$ cat src/verilog/fieldbus_node_pkg.sv
/*
 * Constants, enums and carrier structs of the fieldbus node block.
 * Assumes one clock and a synchronous active-high reset.
 */
// How it works
// RULE1 - DeviceNet address 0..63 from switches, default 63
// RULE2 - Sample once, write storage if changed
// RULE3 - DeviceNet setting above 63 keeps previous address
// RULE4 - Programmable upper digit: master assigns address
// RULE5 - Rate switch 1/2/5 gives 125/250/500, default 500
// RULE6 - Programmable rate switch: master sets bit rate
// RULE7 - Idle after power-up, sends safe value
// RULE8 - Start or exchange enters executing; live data
// RULE9 - Module lamp shows self-test, normal, error kinds
// RULE10 - Network lamp shows online, connected, timeout
// RULE11 - Network lamp solid red on blocking fault
// RULE12 - Profibus address 0..125 from hex switches, fixed
// RULE13 - Above 7D starts at 126, master assigns
// RULE14 - Lock attribute blocks further address changes
// RULE15 - Assigned address, lock stored; low switch erases
// RULE16 - EtherCAT three hex switches give reported identity
// RULE17 - Factory zero switches give identity zero
// RULE18 - Profinet exchanges only after being named
// RULE19 - Later switch changes ignored until power cycle
package fieldbus_node_pkg;

    // =========================================================
    // Register map
    localparam logic [7:0] REG_CTRL     = 8'h00;
    localparam logic [7:0] REG_SETADDR  = 8'h04;
    localparam logic [7:0] REG_RATEPROG = 8'h08;
    localparam logic [7:0] REG_SAFE     = 8'h0C;
    localparam logic [7:0] REG_STATUS   = 8'h10;
    localparam logic [7:0] REG_IDENT    = 8'h14;
    localparam logic [7:0] REG_IRQ_STAT = 8'h18;
    localparam logic [7:0] REG_IRQ_MASK = 8'h1C;

    // Control register bit positions.
    localparam int CTRL_START    = 0;
    localparam int CTRL_EXCHANGE = 1;
    localparam int CTRL_SELFTEST = 2;
    localparam int CTRL_NAMED    = 3;
    localparam int CTRL_CONN     = 4;
    localparam int CTRL_TIMEOUT  = 5;
    localparam int CTRL_FAULT    = 6;
    localparam int CTRL_RECOV    = 7;
    localparam int CTRL_UNRECOV  = 8;
    localparam int CTRL_W        = 9;
    localparam int SA_LOCK_BIT   = 8;

    // Interrupt event bit positions.
    localparam int IRQ_EXEC     = 0;
    localparam int IRQ_ASSIGNED = 1;
    localparam int IRQ_REJECT   = 2;
    localparam int IRQ_REFUSED  = 3;
    localparam int IRQ_W        = 4;

    // =========================================================
    // Switch decoding and timing
    localparam logic [3:0] SW_PROG      = 4'hF;
    localparam logic [3:0] RATE_POS_125 = 4'h1;
    localparam logic [3:0] RATE_POS_250 = 4'h2;
    localparam logic [3:0] RATE_POS_500 = 4'h5;
    localparam logic [7:0] DEC_TEN      = 8'h0A;
    localparam logic [7:0] DN_MAX_ADDR  = 8'h3F;
    localparam logic [7:0] PB_MAX_ADDR  = 8'h7D;
    localparam logic [7:0] PB_START     = 8'h7E;
    localparam logic [1:0] SETTLE       = 2'h3;
    localparam int BLINK_HALF_MS = 500;
    localparam int CLK_KHZ       = 40000;
    localparam int BLINK_CYCLES  = BLINK_HALF_MS * CLK_KHZ;
    localparam int BLINK_W       = 25;

    typedef enum logic [1:0] {RATE_125 = 2'h0, RATE_250 = 2'h1, RATE_500 = 2'h2} rate_e;
    typedef enum logic [1:0] {VAR_DNET = 2'h0, VAR_PBUS = 2'h1,
                              VAR_ECAT = 2'h2, VAR_PNET = 2'h3} var_e;
    typedef enum logic [1:0] {S_SETTLE = 2'h0, S_SAMPLE = 2'h1,
                              S_IDLE = 2'h3, S_EXEC = 2'h2} fsm_e;

    typedef struct packed {logic green; logic red;} lamp_s;

    typedef struct packed {
        logic [3:0] upper, lower, rate, hund, tens, units;
        var_e       variant;
    } switch_s;

    typedef struct packed {
        logic [13:0] rsv;
        logic [7:0]  node;
        logic        lock, rate_prog, addr_prog, live;
        rate_e       rate;
        var_e        variant;
        fsm_e        state;
    } status_s;

endpackage

$ cat src/verilog/fieldbus_node_config_status.sv
/*
 * Fieldbus node setup and status: one switch sample, range checks, store
 * upkeep, idle/executing gate and lamps.
 * Assumes async switch pins and firmware events over the register port.
 */
// Implementation choices: strobed register access and the register offsets.
`timescale 1ns/10ps

module fieldbus_node_config_status #(
    parameter int BLINK_CYCLES = fieldbus_node_pkg::BLINK_CYCLES
) (
    input  wire logic                      clk,                // 40 MHz clock.
    input  wire logic                      rst,                // Sync reset.
    input  wire fieldbus_node_pkg::var_e   variant_strap,      // Bus variant pins.
    input  wire logic [3:0]                upper_digit_switch, // Upper digit.
    input  wire logic [3:0]                lower_digit_switch, // Lower digit.
    input  wire logic [3:0]                rate_switch,        // Rate switch.
    input  wire logic [3:0]                hundreds_hex_switch, // Id hundreds_hex_switch.
    input  wire logic [3:0]                tens_hex_switch,    // Id x10.
    input  wire logic [3:0]                units_hex_switch,   // Id x1.
    input  wire logic                      nv_valid,           // Store holds data.
    input  wire logic [7:0]                nv_node_addr,       // Stored address.
    input  wire logic                      nv_lock,            // Stored lock.
    output logic                           nv_wr,              // Store write pulse.
    output logic [7:0]                     nv_wr_addr,         // Address to store.
    output logic                           nv_wr_lock,         // Lock to store.
    output logic                           nv_erase,           // Erase pulse.
    input  wire logic [15:0]               meas_value,         // Pressure value.
    output logic [15:0]                    tx_value,           // Value sent out.
    output logic                           tx_live,            // Executing.
    output logic [7:0]                     node_addr,          // Node address.
    output fieldbus_node_pkg::rate_e       bit_rate,           // Bit rate.
    input  wire logic [7:0]                reg_addr,           // Register address.
    input  wire logic [31:0]               reg_wdata,          // Write data.
    input  wire logic                      reg_wr,             // Write strobe.
    input  wire logic                      reg_rd,             // Read strobe.
    output logic [31:0]                    reg_rdata,          // Read data.
    output logic                           irq,                // Interrupt level.
    output fieldbus_node_pkg::lamp_s       module_state_lamp,  // Module lamp.
    output fieldbus_node_pkg::lamp_s       network_state_lamp  // Network lamp.
);
    import fieldbus_node_pkg::*;

    // =========================================================
    // State of the block
    typedef struct packed {
        switch_s              sw1;
        switch_s              sw2;
        fsm_e                 state;
        logic [1:0]           settle;
        var_e                 variant;
        logic [7:0]           node;
        rate_e                rate;
        logic                 addr_prog;
        logic                 rate_prog;
        logic                 lock;
        logic [11:0]          ident;
        logic [CTRL_W-1:0]    ctrl;
        logic [15:0]          safe;
        logic [15:0]          tx;
        logic                 live;
        logic [IRQ_W-1:0]     irq_stat;
        logic [IRQ_W-1:0]     irq_mask;
        logic [31:0]          rdata;
        logic [BLINK_W-1:0]   blink_cnt;
        logic                 blink;
        lamp_s                mod_lamp;
        lamp_s                net_lamp;
        logic                 nv_wr;
        logic [7:0]           nv_addr;
        logic                 nv_lock;
        logic                 nv_erase;
    } core_s;

    core_s q;
    core_s next_q;

    // =========================================================
    // Next-state logic
    // The whole block is one combinational update of the state copy.
    always_comb begin
        logic [7:0]        dec_addr;
        logic [7:0]        hex_addr;
        logic [7:0]        kept_addr;
        logic [IRQ_W-1:0]  ev;
        logic [IRQ_W-1:0]  clr;
        logic              selftest;
        logic              may_run;
        status_s           st;
        dec_addr  = 8'h00;
        hex_addr  = 8'h00;
        kept_addr = 8'h00;
        ev        = '0;
        clr       = '0;
        selftest  = 1'b0;
        may_run   = 1'b0;
        st        = '0;
        next_q    = q;

        // Switch pins pass two flops; only the second stage is read.
        next_q.sw1 = '{upper: upper_digit_switch, lower: lower_digit_switch,
                       rate: rate_switch, hund: hundreds_hex_switch,
                       tens: tens_hex_switch, units: units_hex_switch,
                       variant: variant_strap};
        next_q.sw2 = q.sw1;

        // Pulses last one cycle unless raised again below.
        next_q.nv_wr    = 1'b0;
        next_q.nv_erase = 1'b0;
        next_q.rdata    = 32'h0000_0000;
        next_q.ctrl[CTRL_START] = 1'b0;

        // Decimal and hex readings of the two address digits.
        dec_addr  = ({4'h0, q.sw2.upper} * DEC_TEN) + {4'h0, q.sw2.lower};
        hex_addr  = {q.sw2.upper, q.sw2.lower};
        kept_addr = nv_valid ? nv_node_addr : DN_MAX_ADDR;

        // =====================================================
        // Sequencer
        // Switches are decoded in one pass only; later changes go unseen.
        case (q.state)
            S_SETTLE: begin
                if (q.settle == SETTLE) begin
                    next_q.state = S_SAMPLE;
                end else begin
                    next_q.settle = q.settle + 2'h1;
                end
            end
            S_SAMPLE: begin
                next_q.variant = q.sw2.variant;                   // [RULE19]
                next_q.state   = S_IDLE;                          // [RULE7]
                case (q.sw2.variant)
                    VAR_DNET: begin
                        // Unknown positions fall back to the fastest rate.
                        case (q.sw2.rate)                         // [RULE5]
                            RATE_POS_125: next_q.rate = RATE_125;
                            RATE_POS_250: next_q.rate = RATE_250;
                            RATE_POS_500: next_q.rate = RATE_500;
                            SW_PROG: begin
                                next_q.rate      = RATE_500;
                                next_q.rate_prog = 1'b1;          // [RULE6]
                            end
                            default: next_q.rate = RATE_500;
                        endcase
                        if (q.sw2.upper == SW_PROG) begin
                            next_q.addr_prog = 1'b1;              // [RULE4]
                            next_q.node      = kept_addr;
                        end else if (dec_addr > DN_MAX_ADDR) begin
                            next_q.node  = kept_addr;             // [RULE3]
                            ev[IRQ_REJECT] = 1'b1;
                        end else begin
                            next_q.node = dec_addr;               // [RULE1]
                            if (!nv_valid || nv_node_addr != dec_addr) begin
                                next_q.nv_wr   = 1'b1;            // [RULE2]
                                next_q.nv_addr = dec_addr;
                                next_q.nv_lock = 1'b0;
                            end
                        end
                    end
                    VAR_PBUS: begin
                        if (hex_addr <= PB_MAX_ADDR) begin
                            next_q.node     = hex_addr;           // [RULE12]
                            next_q.lock     = 1'b0;
                            next_q.nv_erase = 1'b1;               // [RULE15]
                        end else begin
                            next_q.addr_prog = 1'b1;              // [RULE13]
                            next_q.node = nv_valid ? nv_node_addr : PB_START;
                            next_q.lock = nv_valid & nv_lock;     // [RULE15]
                        end
                    end
                    VAR_ECAT: begin
                        // Digit weights 0x100, 0x10, 0x1 are a plain concatenation.
                        next_q.ident = {q.sw2.hund, q.sw2.tens, q.sw2.units};
                    end                                           // [RULE16] [RULE17]
                    default: begin
                        next_q.node = 8'h00;
                    end
                endcase
            end
            S_IDLE: begin
                // Profinet may not exchange before it has a name.
                may_run = q.ctrl[CTRL_SELFTEST] & ~q.ctrl[CTRL_UNRECOV] &
                          ((q.variant != VAR_PNET) | q.ctrl[CTRL_NAMED]); // [RULE18]
                if (may_run && (q.ctrl[CTRL_START] || q.ctrl[CTRL_EXCHANGE])) begin
                    next_q.state = S_EXEC;                        // [RULE8]
                    ev[IRQ_EXEC] = 1'b1;
                end
            end
            S_EXEC: begin
                // A fatal error or a lost name drops back to the safe value.
                if (q.ctrl[CTRL_UNRECOV] ||
                    (q.variant == VAR_PNET && !q.ctrl[CTRL_NAMED])) begin
                    next_q.state = S_IDLE;                        // [RULE18]
                end
            end
            default: next_q.state = S_SETTLE;
        endcase

        // Live data only while executing, safe value otherwise.
        next_q.live = (q.state == S_EXEC);                        // [RULE8]
        next_q.tx   = (q.state == S_EXEC) ? meas_value : q.safe;  // [RULE7]

        // =====================================================
        // Register writes
        if (reg_wr) begin
            case (reg_addr)
                REG_CTRL: next_q.ctrl = reg_wdata[CTRL_W-1:0];
                REG_SETADDR: begin
                    // Refused unless the address is master-owned and unlocked.
                    if (q.addr_prog && !q.lock &&
                        (q.state == S_IDLE || q.state == S_EXEC) &&
                        reg_wdata[7:0] <= ((q.variant == VAR_PBUS) ?
                                           PB_MAX_ADDR : DN_MAX_ADDR)) begin
                        next_q.node    = reg_wdata[7:0];          // [RULE4] [RULE13]
                        next_q.lock    = (q.variant == VAR_PBUS) &
                                         reg_wdata[SA_LOCK_BIT];  // [RULE14]
                        next_q.nv_wr   = 1'b1;                    // [RULE15]
                        next_q.nv_addr = reg_wdata[7:0];
                        next_q.nv_lock = (q.variant == VAR_PBUS) &
                                         reg_wdata[SA_LOCK_BIT];
                        ev[IRQ_ASSIGNED] = 1'b1;
                    end else begin
                        ev[IRQ_REFUSED] = 1'b1;                   // [RULE12] [RULE14]
                    end
                end
                REG_RATEPROG: begin
                    if (q.rate_prog && reg_wdata[1:0] != 2'h3) begin
                        next_q.rate = rate_e'(reg_wdata[1:0]);    // [RULE6]
                    end
                end
                REG_SAFE:     next_q.safe     = reg_wdata[15:0];
                REG_IRQ_MASK: next_q.irq_mask = reg_wdata[IRQ_W-1:0];
                default:      next_q.safe     = q.safe;
            endcase
        end

        // =====================================================
        // Register reads, answered one cycle later
        st = '{rsv: '0, node: q.node, lock: q.lock, rate_prog: q.rate_prog,
               addr_prog: q.addr_prog, live: q.live, rate: q.rate,
               variant: q.variant, state: q.state};
        if (reg_rd) begin
            case (reg_addr)
                REG_CTRL:     next_q.rdata = 32'(q.ctrl);
                REG_SETADDR:  next_q.rdata = 32'({q.lock, q.node});
                REG_RATEPROG: next_q.rdata = 32'(q.rate);
                REG_SAFE:     next_q.rdata = 32'(q.safe);
                REG_STATUS:   next_q.rdata = st;
                REG_IDENT:    next_q.rdata = 32'(q.ident);        // [RULE16]
                REG_IRQ_STAT: begin
                    next_q.rdata = 32'(q.irq_stat);
                    clr = q.irq_stat;
                end
                REG_IRQ_MASK: next_q.rdata = 32'(q.irq_mask);
                default:      next_q.rdata = 32'h0000_0000;
            endcase
        end

        // A new event in the clearing cycle survives the read.
        next_q.irq_stat = (q.irq_stat & ~clr) | ev;

        // =====================================================
        // Lamps
        // Blink phase is shared so both lamps flash together.
        if (q.blink_cnt == BLINK_W'(BLINK_CYCLES - 1)) begin
            next_q.blink_cnt = '0;
            next_q.blink     = ~q.blink;
        end else begin
            next_q.blink_cnt = q.blink_cnt + 1'b1;
        end

        selftest = (q.state != S_IDLE && q.state != S_EXEC) |
                   ~q.ctrl[CTRL_SELFTEST];

        // Errors outrank self-test so a fatal fault is never masked.
        if (q.ctrl[CTRL_UNRECOV]) begin
            next_q.mod_lamp = '{green: 1'b0, red: 1'b1};          // [RULE9]
        end else if (q.ctrl[CTRL_RECOV]) begin
            next_q.mod_lamp = '{green: 1'b0, red: q.blink};       // [RULE9]
        end else if (selftest) begin
            next_q.mod_lamp = '{green: q.blink, red: ~q.blink};   // [RULE9]
        end else begin
            next_q.mod_lamp = '{green: 1'b1, red: 1'b0};          // [RULE9]
        end

        if (selftest) begin
            next_q.net_lamp = '{green: 1'b0, red: 1'b0};          // [RULE10]
        end else if (q.ctrl[CTRL_FAULT]) begin
            next_q.net_lamp = '{green: 1'b0, red: 1'b1};          // [RULE11]
        end else if (q.ctrl[CTRL_TIMEOUT]) begin
            next_q.net_lamp = '{green: 1'b0, red: q.blink};       // [RULE10]
        end else if (q.ctrl[CTRL_CONN]) begin
            next_q.net_lamp = '{green: 1'b1, red: 1'b0};          // [RULE10]
        end else begin
            next_q.net_lamp = '{green: q.blink, red: 1'b0};       // [RULE10]
        end
    end

    // =========================================================
    // State register
    // Reset clears everything, which leaves the lamps dark as if unpowered.
    always_ff @(posedge clk) begin
        if (rst) begin
            q <= '0;
        end else begin
            q <= next_q;
        end
    end

    // =========================================================
    // Outputs
    // All data outputs come straight from flops; only the irq level is gated.
    assign nv_wr              = q.nv_wr;
    assign nv_wr_addr         = q.nv_addr;
    assign nv_wr_lock         = q.nv_lock;
    assign nv_erase           = q.nv_erase;
    assign tx_value           = q.tx;
    assign tx_live            = q.live;
    assign node_addr          = q.node;
    assign bit_rate           = q.rate;
    assign reg_rdata          = q.rdata;
    assign irq                = |(q.irq_stat & q.irq_mask);
    assign module_state_lamp  = q.mod_lamp;
    assign network_state_lamp = q.net_lamp;

endmodule

$ cat config.mk
export PLATFORM = sky130hd
export DESIGN_NAME = fieldbus_node_config_status
export DESIGN_NICKNAME = d
export VERILOG_FILES = /design/src/verilog/fieldbus_node_pkg.sv /design/src/verilog/fieldbus_node_config_status.sv
export SDC_FILE = /design/constraint.sdc
export NUM_CORES = 1
export LEC_CHECK = 0
export BUFFER_PORTS_ARGS = -buffer_cell sky130_fd_sc_hd__buf_2
export CAP_MARGIN = 20
export CORE_MARGIN = 3
export CORE_UTILIZATION = 33
export DETAILED_ROUTE_END_ITERATION = 6
export HOLD_SLACK_MARGIN = 0.03
export MAX_ROUTING_LAYER = met4
export PLACE_DENSITY = 0.6
export SLEW_MARGIN = 20
export SYNTH_ARGS = -nofsm -noshare
export SYNTH_HDL_FRONTEND = slang
export SYNTH_SLANG_ARGS = --single-unit
$ cat constraint.sdc
create_clock -name clk -period 4.3 [get_ports clk]
set_input_delay 1.29 -clock clk [delete_from_list [all_inputs] [get_ports clk]]
set_output_delay 1.29 -clock clk [all_outputs]
set_load 0.01 [all_outputs]
==> flow_metrics.env, run 1 <==
export IMPL_outcome="finished, final reports clean"
export IMPL_grt_usage_pct=16.3
export IMPL_synth_seq_cells=192
export IMPL_viasPerCell=4.79
export IMPL_r2r_start="q[179]$_SDFF_PP0_"
export IMPL_r2r_cells=10
export IMPL_path_max_fanout=13
export IMPL_hp_class="flip-flop to flip-flop"
export IMPL_cts_buffer_depth=2
export IMPL_drive_gt1_share_pct=18.2
export IMPL_route_detailed_drc=0
export IMPL_post_place_ws_ns=0.456
export IMPL_crit_path_end="nv_wr_addr[2]$_SDFF_PP0_"
export IMPL_synth_area_mm2=0.00839
export IMPL_cp_arrival_ns=3.84
export IMPL_synthCells=964
export IMPL_core_mm2=0.0247
export IMPL_drt_total_wl_um=21800
export IMPL_grt_max_degree=48
export IMPL_p_leak_nw=3.70
export IMPL_power_density_mw_per_mm2=424
export IMPL_antenna_found_initial=0
export IMPL_cp_required_ns=4.63
export IMPL_hpwl_um=16200
export IMPL_dr_pass1_iters=5
export IMPL_cts_buffers_inserted=17
export IMPL_syn2layout_area_growth_pct=13.0
export IMPL_finalSetupViolations=0
export IMPL_fmax_ghz=0.284
export IMPL_crit_type="flip-flop to flip-flop"
export IMPL_grt_pass1_vias=5976
export IMPL_endpoint_kind="flip-flop"
export IMPL_initial_core_util_pct=34.0
export IMPL_die_x_um=165
export IMPL_clk_insertion_delay_late_ns=0.43
export IMPL_hold_buffers=0
export IMPL_ys_flop_type="dfxtp_1"
export IMPL_finalCritPeriodShare_pct=81.8
export IMPL_cp_start_kind="flip-flop"
export IMPL_drtIter0Drc=500
export IMPL_maxSlewHeadroom_pct=53.5
export IMPL_antenna_cells=0
export IMPL_rsz0062_at_grt="false"
export IMPL_period_minus_slack_ns=3.52
export IMPL_drv_cap=0
export IMPL_clockRootBuffer="clkbuf_16"
export IMPL_async_reset_ff_share_pct=0
export IMPL_htreeDepth=4
export IMPL_layout_setup_ws_ns=0.783
export IMPL_post_cts_resized=0
export IMPL_yosysTopAreaCellShare_pct=45.8
export IMPL_cts_tree="built"
export IMPL_ys_warn_count=0
export IMPL_synth_area_leader_cell="dfxtp_1"
export IMPL_port_buffers=140
export IMPL_grt_first_pass_wirelength_um=33500
export IMPL_r2r_setup_slack_ns=0.78
export IMPL_synth_distinct_cells=66
export IMPL_synth_edf_count=0
export IMPL_worst_pin_slew_ns=0.697
export IMPL_cts_sinks=192
export IMPL_slew_viol_final=0
export IMPL_worstSetupStartpoint="q[179]$_SDFF_PP0_"
export IMPL_yosysSeqAreaShare_pct=45.8
export IMPL_rows=57
export IMPL_synth_area_top_cells="dfxtp_1 (46%), buf_4 (6.3%), nand2_1 (5.7%)"
export IMPL_overflow=0
export IMPL_postCtsSetupBuffers=0
export IMPL_detail_route_antenna_nets=0
export IMPL_clk_pin_slew_ns=0.08
export IMPL_synth_area_per_cell_um2=8.70
export IMPL_ir_drop_v=0.000260
export IMPL_fin_nets=1129
export IMPL_die_area_mm2=0.0274
export IMPL_final_setup_skew_ns=0.0100
export IMPL_r2r_end="nv_wr_addr[2]$_SDFF_PP0_"
export IMPL_final_common_cell="dfxtp_1"
export IMPL_timing_final_hold_violations=0
export IMPL_dr_total_vias=6501
export IMPL_p_total_mw=4.02
export IMPL_die_y_um=165
export IMPL_ios=171
export IMPL_mostFrequentLayoutCells="dfxtp_1 (192), buf_2 (139), nand2_1 (128), nor2_1 (102), a21oi_1 (76)"
export IMPL_place_gp_congestion=0.904
export IMPL_wl_per_cell_um=16.1
export IMPL_tns_ns=0
layout make-up:
cell class / count / area [um2]
Clock inverter: 15 / 186
Clock buffer: 17 / 425
Inverter: 19 / 71.3
Fill cell: 2575 / 15200
Sequential cell: 192 / 3840
Multi-Input combinational cell: 643 / 3790
Tap cell: 324 / 405
Timing Repair Buffer: 147 / 756
metal layers:
metal  track usage [%]  part of all wire [%]  vias up
li1                  -                     -     3301
met1              22.6                    48     2943
met2              24.0                    43      236
met3              3.82                   7.7       21
met4              4.31                   1.5        0
met5                 -                     0        -
synth_stat cells (4+ instances only):
library cell	instances
a211oi_1	9
a21oi_1	76
a221oi_1	6
a22oi_1	12
a311oi_1	7
a31oi_1	9
and2_1	8
and3_1	10
and4_1	4
buf_1	4
buf_2	4
buf_4	70
clkbuf_1	43
dfxtp_1	192
ha_1	11
inv_1	19
mux2i_1	22
nand2_1	128
nand2b_1	8
nand3_1	17
nand4_1	7
nor2_1	102
nor2b_1	67
nor3_1	12
nor4_1	6
o2111ai_1	4
o211ai_1	11
o21ai_0	9
o221a_1	5
o22ai_1	4
xnor2_1	16
xor2_1	19
report_power, final:
part	switching [mW]	internal [mW]
clock	0.803	0.796
sequential	0.0767	1.86
combinational	0.284	0.193
total	1.16	2.85
worst min-delay path by stage:
stage                                      start           endpoint  slack [ns]  cells past startpoint
after floorplan           next_q[154]$_SDFF_PP0_  q[154]$_SDFF_PP0_        0.41                      1
after global placement    next_q[175]$_SDFF_PP0_  q[175]$_SDFF_PP0_        0.42                      1
after detailed placement  next_q[169]$_SDFF_PP0_  q[169]$_SDFF_PP0_        0.42                      1
after CTS                 next_q[169]$_SDFF_PP0_  q[169]$_SDFF_PP0_        0.44                      1
after global routing      next_q[172]$_SDFF_PP0_  q[172]$_SDFF_PP0_        0.46                      1
final                     next_q[168]$_SDFF_PP0_  q[168]$_SDFF_PP0_        0.44                      1
worst max-delay path, stage by stage, from the launching register on:
cell and delay (ns):
dfxtp_1 0.45, ha_1 0.35, ha_1 0.16, inv_1 0.06, fa_1 0.56, nand2b_1 0.14
a21oi_2 0.07, or4_1 0.67, o21a_1 0.28, or2_0 0.38, o221a_1 0.29
state kept, by name, summed over array words and instances (netlist names), 2 cells and up:
signal              cells
bit_rate                2
module_state_lamp       2
network_state_lamp      2
next_q                 26
node_addr               8
nv_wr_addr              8
q                     106
reg_rdata              18
tx_value               16
through the flow:
stage	hold slack, ns	cell area [um2]	std cells	util (%)
final	0.435	9480	1357	38.4
after detailed placement	0.422	8860	1325	35.9
after floorplan	0.414	8440	977	-
after global routing	0.456	9480	1357	38.4
after CTS	0.441	9470	1357	38.4
after global placement	0.422	8860	1325	35.9
cell families (layout without fill, tap and decap cells):
| group | after synthesis | after routing | share of synthesized area, % |
|---|---|---|---|
| XOR/XNOR | 37 | 37 | 4.21 |
| AO/OA/AOI/OAI | 171 | 171 | 13.3 |
| multiplexers | 24 | 24 | 3.16 |
| flip-flops | 192 | 192 | 45.8 |
| other | 1 | 14 | 0.0447 |
| buffers and inverters | 142 | 198 | 9.65 |
| adder cells (fa/ha/maj) | 13 | 13 | 2.12 |
| AND/OR/NAND/NOR | 384 | 384 | 21.7 |
(Power assumes the default switching activity.)
==> run 2, diff against run 1 <==
--- a/config.mk
+++ b/config.mk
@@ -5,6 +5,7 @@
 export SDC_FILE = /design/constraint.sdc
 export NUM_CORES = 1
 export LEC_CHECK = 0
+export ABC_AREA = 1
 export BUFFER_PORTS_ARGS = -buffer_cell sky130_fd_sc_hd__buf_2
 export CAP_MARGIN = 20
 export CORE_MARGIN = 3
@@ -12,7 +13,7 @@
 export DETAILED_ROUTE_END_ITERATION = 6
 export HOLD_SLACK_MARGIN = 0.03
 export MAX_ROUTING_LAYER = met4
-export PLACE_DENSITY = 0.6
+export PLACE_DENSITY = 0.59
 export SLEW_MARGIN = 20
 export SYNTH_ARGS = -nofsm -noshare
 export SYNTH_HDL_FRONTEND = slang
==> constraint.sdc (replaced) <==
create_clock -name clk -period 3.3 [get_ports clk]
set_input_delay 0.99 -clock clk [delete_from_list [all_inputs] [get_ports clk]]
set_output_delay 0.99 -clock clk [all_outputs]
set_load 0.01 [all_outputs]
==> run 2 against run 1 <==
Critical path depth rose by 5. Non-clock buffer count rose by 1. Sequential share of layout area fell by 1.7 points. Largest cell class unchanged. Largest power group unchanged. Highest routed layer unchanged.
==> flow_metrics.env, run 2 <==
export IMPL_grt_busiest_layer="met2"
export IMPL_initial_core_util_pct=34.2
export IMPL_route_detailed_drc=0
export IMPL_hold_buffers=0
export IMPL_period_minus_slack_ns=2.82
export IMPL_die_y_um=169
export IMPL_viasPerCell=4.60
export IMPL_cpMaxStageDelayCell="fa_1"
export IMPL_grt_first_pass_wirelength_um=37400
export IMPL_drtIter0Drc=511
export IMPL_ys_flop_type="dfxtp_1"
export IMPL_synth_edf_count=0
export IMPL_crit_top_cell="nand2_1"
export IMPL_r2r_setup_slack_ns=0.48
export IMPL_cts_tree="built"
export IMPL_yosysSeqAreaShare_pct=43.9
export IMPL_crit_type="flip-flop to flip-flop"
export IMPL_synth_most_common_cell="dfxtp_1"
export IMPL_mostFrequentLayoutCells="dfxtp_1 (192), inv_1 (173), nand2_1 (166), nor2_1 (162), buf_2 (140)"
export IMPL_post_cts_resized=0
export IMPL_dr_total_vias=7317
export IMPL_fin_area_mm2=0.00990
export IMPL_cp_arrival_ns=3.18
export IMPL_grt_max_degree=60
export IMPL_antenna_found_initial=0
export IMPL_die_area_mm2=0.0285
export IMPL_ir_drop_v=0.000368
export IMPL_power_frac_seq_pct=47.4
export IMPL_critPathMaxStageDelay_ns=0.51
export IMPL_cellInternalPower_mw=3.82
export IMPL_worst_pin_slew_ns=0.683
export IMPL_utilization_pct=38.6
export IMPL_async_reset_ff_share_pct=0
export IMPL_synth_area_leader_cell="dfxtp_1"
export IMPL_drv_cap=0
export IMPL_fin_nets=1354
export IMPL_crit_chain="ha_1, ha_1, inv_1, fa_1, nor2_2, nand2_1, nand2_1, nand2_1, nand2_4, nand3_4, nor2_8, nand2_4, nand2_1, nand3_1, a21oi_1"
export IMPL_ios=171
export IMPL_grt_usage_pct=17.0
export IMPL_final_setup_skew_ns=0.0109
export IMPL_tns_ns=0
export IMPL_synth_area_per_cell_um2=7.51
export IMPL_grt_use_met3_pct=2.94
export IMPL_clockRootBuffer="clkbuf_16"
export IMPL_p_sw_mw=1.54
export IMPL_path_max_fanout=10
export IMPL_detail_route_antenna_nets=0
export IMPL_hpwl_um=18400
export IMPL_synth_common_cells="dfxtp_1 (192), inv_1 (173), nand2_1 (166), nor2_1 (162), a21oi_1 (79)"
export IMPL_finalCritPeriodShare_pct=85.5
export IMPL_clk_pin_slew_ns=0.07
export IMPL_outcome="finished, final reports clean"
export IMPL_power_density_mw_per_mm2=541
export IMPL_wl_per_cell_um=14.9
export IMPL_htreeDepth=4
export IMPL_ys_warn_count=0
export IMPL_rsz0062_at_grt="false"
export IMPL_layout_setup_ws_ns=0.480
export IMPL_postCtsSetupBuffers=0
export IMPL_fmax_ghz=0.355
export IMPL_synth_area_mm2=0.00876
export IMPL_place_gp_congestion=0.970
export IMPL_post_place_ws_ns=0.492
export IMPL_syn2layout_area_growth_pct=13.1
export IMPL_dpl_instance_area_mm2=0.00930
export IMPL_synth_seq_cells=192
export IMPL_fillers=2732
export IMPL_grt_use_met2_pct=26.7
export IMPL_cp_required_ns=3.66
export IMPL_slew_viol_final=0
export IMPL_met1_usage_pct=22.0
export IMPL_swShare_pct=28.7
export IMPL_synthCells=1166
export IMPL_clk_insertion_delay_late_ns=0.44
export IMPL_synth_area_top_cells="dfxtp_1 (44%), inv_1 (7.4%), nand2_1 (7.1%)"
export IMPL_largest_reg_flops=106
export IMPL_timing_final_hold_violations=0
export IMPL_cp_start_kind="flip-flop"
export IMPL_dr_pass1_iters=5
export IMPL_endpoint_kind="flip-flop"
export IMPL_path_delay_family="simple AND/OR/NAND/NOR gates"
export IMPL_final_common_cell="dfxtp_1"
export IMPL_cts_buffers_inserted=17
export IMPL_yosysTopAreaCellShare_pct=43.9
export IMPL_maxSlewHeadroom_pct=54.4
export IMPL_drt_total_wl_um=23700
export IMPL_p_leak_nw=4.36
export IMPL_synth_distinct_cells=52
export IMPL_hp_class="flip-flop to flip-flop"
export IMPL_top_register="q"
export IMPL_cts_buffer_depth=2
export IMPL_finalSetupViolations=0
export IMPL_pwr_share_comb_pct=13.5
export IMPL_die_x_um=169
export IMPL_drive_gt1_share_pct=18.6
export IMPL_pwr_share_clk_pct=39.1
export IMPL_port_buffers=140
export IMPL_core_mm2=0.0256
export IMPL_rows=58
export IMPL_grt_pass1_vias=6897
export IMPL_crit_buf_inv=1
export IMPL_overflow=0
export IMPL_cts_sinks=192
-- run 2: cell count changes after synthesis, sizes merged, moves of 37 or more --
cell	change
nand3	+37
nand2	+46
inv	+170
nor2	+71
nor2b	-67
o21ai	+68
-- run 2: stage by stage --
| step | std cells | power, mW | hold slack [ns] |
|---|---|---|---|
| 2_1_floorplan | 1179 | 3.13 | 0.388 |
| 3_3_place_gp | 1556 | 3.32 | 0.393 |
| 6_report | 1589 | 5.36 | 0.402 |
| 5_1_grt | 1588 | 5.61 | 0.420 |
| 3_5_place_dp | 1556 | 3.33 | 0.392 |
| 4_1_cts | 1588 | 5.42 | 0.403 |
-- run 2: logic make-up (layout without fill, tap and decap cells) --
kind of cell / after synthesis / count (layout) / synth area share [%]
simple gates: 452 / 452 / 23.7
other cells: 1 / 15 / 0.0428
fa+ha+maj: 13 / 13 / 2.03
compound gates: 208 / 208 / 13.3
flops: 192 / 192 / 43.9
xor+xnor: 10 / 10 / 1.09
buf+inv: 290 / 369 / 15.8
-- run 2: worst min-delay path, cell delays in order (launching register included) --
cell and delay [ns]:
dfxtp_1 0.30, inv_1 0.04, nor2_1 0.03
-- run 2: cell type report --
class / instances / area, um2 / share of cell area, %
Antenna cell: 1 / 2.50 / 0.0253
Timing Repair Buffer: 148 / 761 / 7.68
Multi-Input combinational cell: 697 / 3570 / 36.1
Clock inverter: 13 / 144 / 1.45
Tap cell: 330 / 413 / 4.17
Clock buffer: 19 / 453 / 4.58
Inverter: 189 / 709 / 7.17
Sequential cell: 192 / 3840 / 38.8
-- run 2: path summary, 6_finish.rpt --
check | cells past startpoint | endpoint | startpoint
max | 15 | nv_wr_addr[3]$_SDFF_PP0_ | q[177]$_SDFF_PP0_
min | 2 | q[175]$_SDFF_PP0_ | next_q[175]$_SDFF_PP0_
max reg2reg | 15 | nv_wr_addr[3]$_SDFF_PP0_ | q[177]$_SDFF_PP0_
min reg2reg | 2 | q[175]$_SDFF_PP0_ | next_q[175]$_SDFF_PP0_
-- run 2: power groups by stage --
stage | clock [mW] | combinational, mW | sequential (mW)
after floorplan | 0 | 0.566 | 2.56
after global placement | 0 | 0.725 | 2.59
after detailed placement | 0 | 0.731 | 2.59
after CTS | 2.14 | 0.734 | 2.54
after global routing | 2.23 | 0.833 | 2.56
final | 2.09 | 0.726 | 2.54
-- run 2: per-layer routing --
| layer | up-vias | part of all wire [%] |
|---|---|---|
| met5 | - | 0 |
| met1 | 3268 | 45 |
| met4 | 0 | 2.3 |
| met3 | 34 | 6.1 |
| met2 | 215 | 46 |
| li1 | 3800 | - |
==> run 3, diff against run 2 <==
--- a/config.mk
+++ b/config.mk
@@ -9,11 +9,11 @@
 export BUFFER_PORTS_ARGS = -buffer_cell sky130_fd_sc_hd__buf_2
 export CAP_MARGIN = 20
 export CORE_MARGIN = 3
-export CORE_UTILIZATION = 33
+export CORE_UTILIZATION = 45
 export DETAILED_ROUTE_END_ITERATION = 6
 export HOLD_SLACK_MARGIN = 0.03
 export MAX_ROUTING_LAYER = met4
-export PLACE_DENSITY = 0.59
+export PLACE_DENSITY = 0.74
 export SLEW_MARGIN = 20
 export SYNTH_ARGS = -nofsm -noshare
 export SYNTH_HDL_FRONTEND = slang
==> run 3 against run 2 <==
Combinational power decreased by 0.7%. Worst hold slack worse by 0.0057 ns. Non-clock buffer count shrank 1. Utilization grew 13 points. Largest power group unchanged.
==> flow_metrics.env, run 3 (synthesized netlist as in run 2, its figures left out) <==
export IMPL_cp_required_ns=3.67
export IMPL_grt_usage_pct=20.8
export IMPL_top_register="q"
export IMPL_postCtsSetupBuffers=0
export IMPL_htreeDepth=4
export IMPL_cts_buffers_inserted=17
export IMPL_antenna_found_initial=0
export IMPL_crit_buf_inv=1
export IMPL_crit_type="flip-flop to flip-flop"
export IMPL_finalCritPeriodShare_pct=84.0
export IMPL_mostFrequentLayoutCells="dfxtp_1 (192), inv_1 (173), nand2_1 (166), nor2_1 (162), buf_2 (140)"
export IMPL_period_minus_slack_ns=2.77
export IMPL_die_y_um=145
export IMPL_min_from="next_q[169]$_SDFF_PP0_"
export IMPL_finalSetupViolations=0
export IMPL_overflow=0
export IMPL_ios=171
export IMPL_detail_route_antenna_nets=0
export IMPL_tns_ns=0
export IMPL_path_delay_family="simple AND/OR/NAND/NOR gates"
export IMPL_power_density_mw_per_mm2=548
export IMPL_r2r_start="q[179]$_SDFF_PP0_"
export IMPL_critPathMaxStageDelay_ns=0.49
export IMPL_rows=50
export IMPL_post_place_ws_ns=0.529
export IMPL_utilization_pct=51.9
export IMPL_ir_drop_v=0.000429
export IMPL_p_leak_nw=4.35
export IMPL_dr_pass1_iters=6
export IMPL_outcome="finished, final reports clean"
export IMPL_cts_buffer_depth=2
export IMPL_final_common_cell="dfxtp_1"
export IMPL_cpMaxStageDelayCell="fa_1"
export IMPL_r2r_setup_slack_ns=0.53
export IMPL_viasPerCell=4.85
export IMPL_drtIter0Drc=598
export IMPL_cp_num_cells=15
export IMPL_core_mm2=0.0189
export IMPL_hpwl_um=16300
export IMPL_grt_max_degree=53
export IMPL_fmax_ghz=0.361
export IMPL_drv_cap=0
export IMPL_clk_insertion_delay_late_ns=0.44
export IMPL_p_total_mw=5.37
export IMPL_cts_sinks=192
export IMPL_cts_tree="built"
export IMPL_die_x_um=145
export IMPL_dr_total_vias=7349
export IMPL_r2r_cells=15
export IMPL_largest_reg_flops=106
export IMPL_clockRootBuffer="clkbuf_16"
export IMPL_r2r_end="nv_wr_addr[2]$_SDFF_PP0_"
export IMPL_worstSetupStartpoint="q[179]$_SDFF_PP0_"
export IMPL_initial_core_util_pct=46.3
export IMPL_grt_pass1_vias=6812
export IMPL_drt_total_wl_um=21500
export IMPL_wl_per_cell_um=14.2
export IMPL_rsz0062_at_grt="false"
export IMPL_clk_pin_slew_ns=0.07
export IMPL_maxSlewHeadroom_pct=55.6
export IMPL_place_gp_congestion=0.960
export IMPL_hp_class="flip-flop to flip-flop"
export IMPL_drive_gt1_share_pct=18.3
export IMPL_timing_final_hold_violations=0
export IMPL_post_cts_resized=0
export IMPL_crit_chain="ha_1, ha_1, inv_1, fa_1, nor2_2, nand2_1, nand2_1, nand2_1, nand2_4, nand3_4, nor2_8, nand2_4, nand2_1, nand3_1, a21oi_1"
export IMPL_cp_arrival_ns=3.14
export IMPL_cp_start_kind="flip-flop"
export IMPL_grt_first_pass_wirelength_um=34700
export IMPL_hold_buffers=0
export IMPL_fin_nets=1353
export IMPL_slew_viol_final=0
export IMPL_final_setup_skew_ns=0.00742
export IMPL_crit_top_cell="nand2_1"
export IMPL_worst_pin_slew_ns=0.666
export IMPL_layout_setup_ws_ns=0.527
export IMPL_syn2layout_area_growth_pct=12.0
export IMPL_endpoint_kind="flip-flop"
export IMPL_die_area_mm2=0.0212
export IMPL_crit_path_end="nv_wr_addr[2]$_SDFF_PP0_"
export IMPL_port_buffers=140
export IMPL_route_detailed_drc=0
export IMPL_path_max_fanout=10
## run 3: area by class of cell
type | instances | area (um2)
multi-input combinational | 697 | 3570
timing repair buffer | 147 | 753
antenna | 1 | 2.50
clock buffer | 19 | 443
tap | 260 | 325
clock inverter | 11 | 158
sequential | 192 | 3840
inverter | 189 | 709
fill | 1840 | 9080
## run 3: how the worst min path moves through the flow
stage,slack (ns),depth (start not counted),end
6_report,0.40,2,q[169]$_SDFF_PP0_
5_1_grt,0.41,2,q[179]$_SDFF_PP0_
4_1_cts,0.39,2,q[163]$_SDFF_PP0_
3_5_place_dp,0.39,2,q[170]$_SDFF_PP0_
3_3_place_gp,0.39,2,q[176]$_SDFF_PP0_
2_1_floorplan,0.39,2,q[154]$_SDFF_PP0_
## run 3: worst min-delay path: cells and delay by family, from the launching register on
family / cells / cell delay [ns]
DFF: 1 / 0.30
and+or+nand+nor: 1 / 0.03
buffers and inverters: 1 / 0.04
## run 3: routing by layer
layer / vias to the layer above / GRT usage, % / wire length [um]
met2: 250 / 33.2 / 10100
li1: 3801 / - / -
met5: - / - / 0
met1: 3266 / 26.1 / 9460
met4: 0 / 6.79 / 422
met3: 32 / 4.98 / 1570
## run 3: per-stage QoR
stage	instance area (um2)	hold slack [ns]	instances
5_1_grt	9810	0.414	1515
3_3_place_gp	9210	0.392	1485
4_1_cts	9810	0.395	1515
6_report	9810	0.397	1516
3_5_place_dp	9210	0.392	1485
2_1_floorplan	8800	0.388	1179
## run 3: power by group
group | total (mW) | internal (mW) | leakage [nW] | switching (mW)
sequential | 2.54 | 2.46 | 1.56 | 0.0815
clock | 2.11 | 1.22 | 0.292 | 0.897
combinational | 0.721 | 0.254 | 2.49 | 0.467
total | 5.37 | 3.93 | 4.35 | 1.45
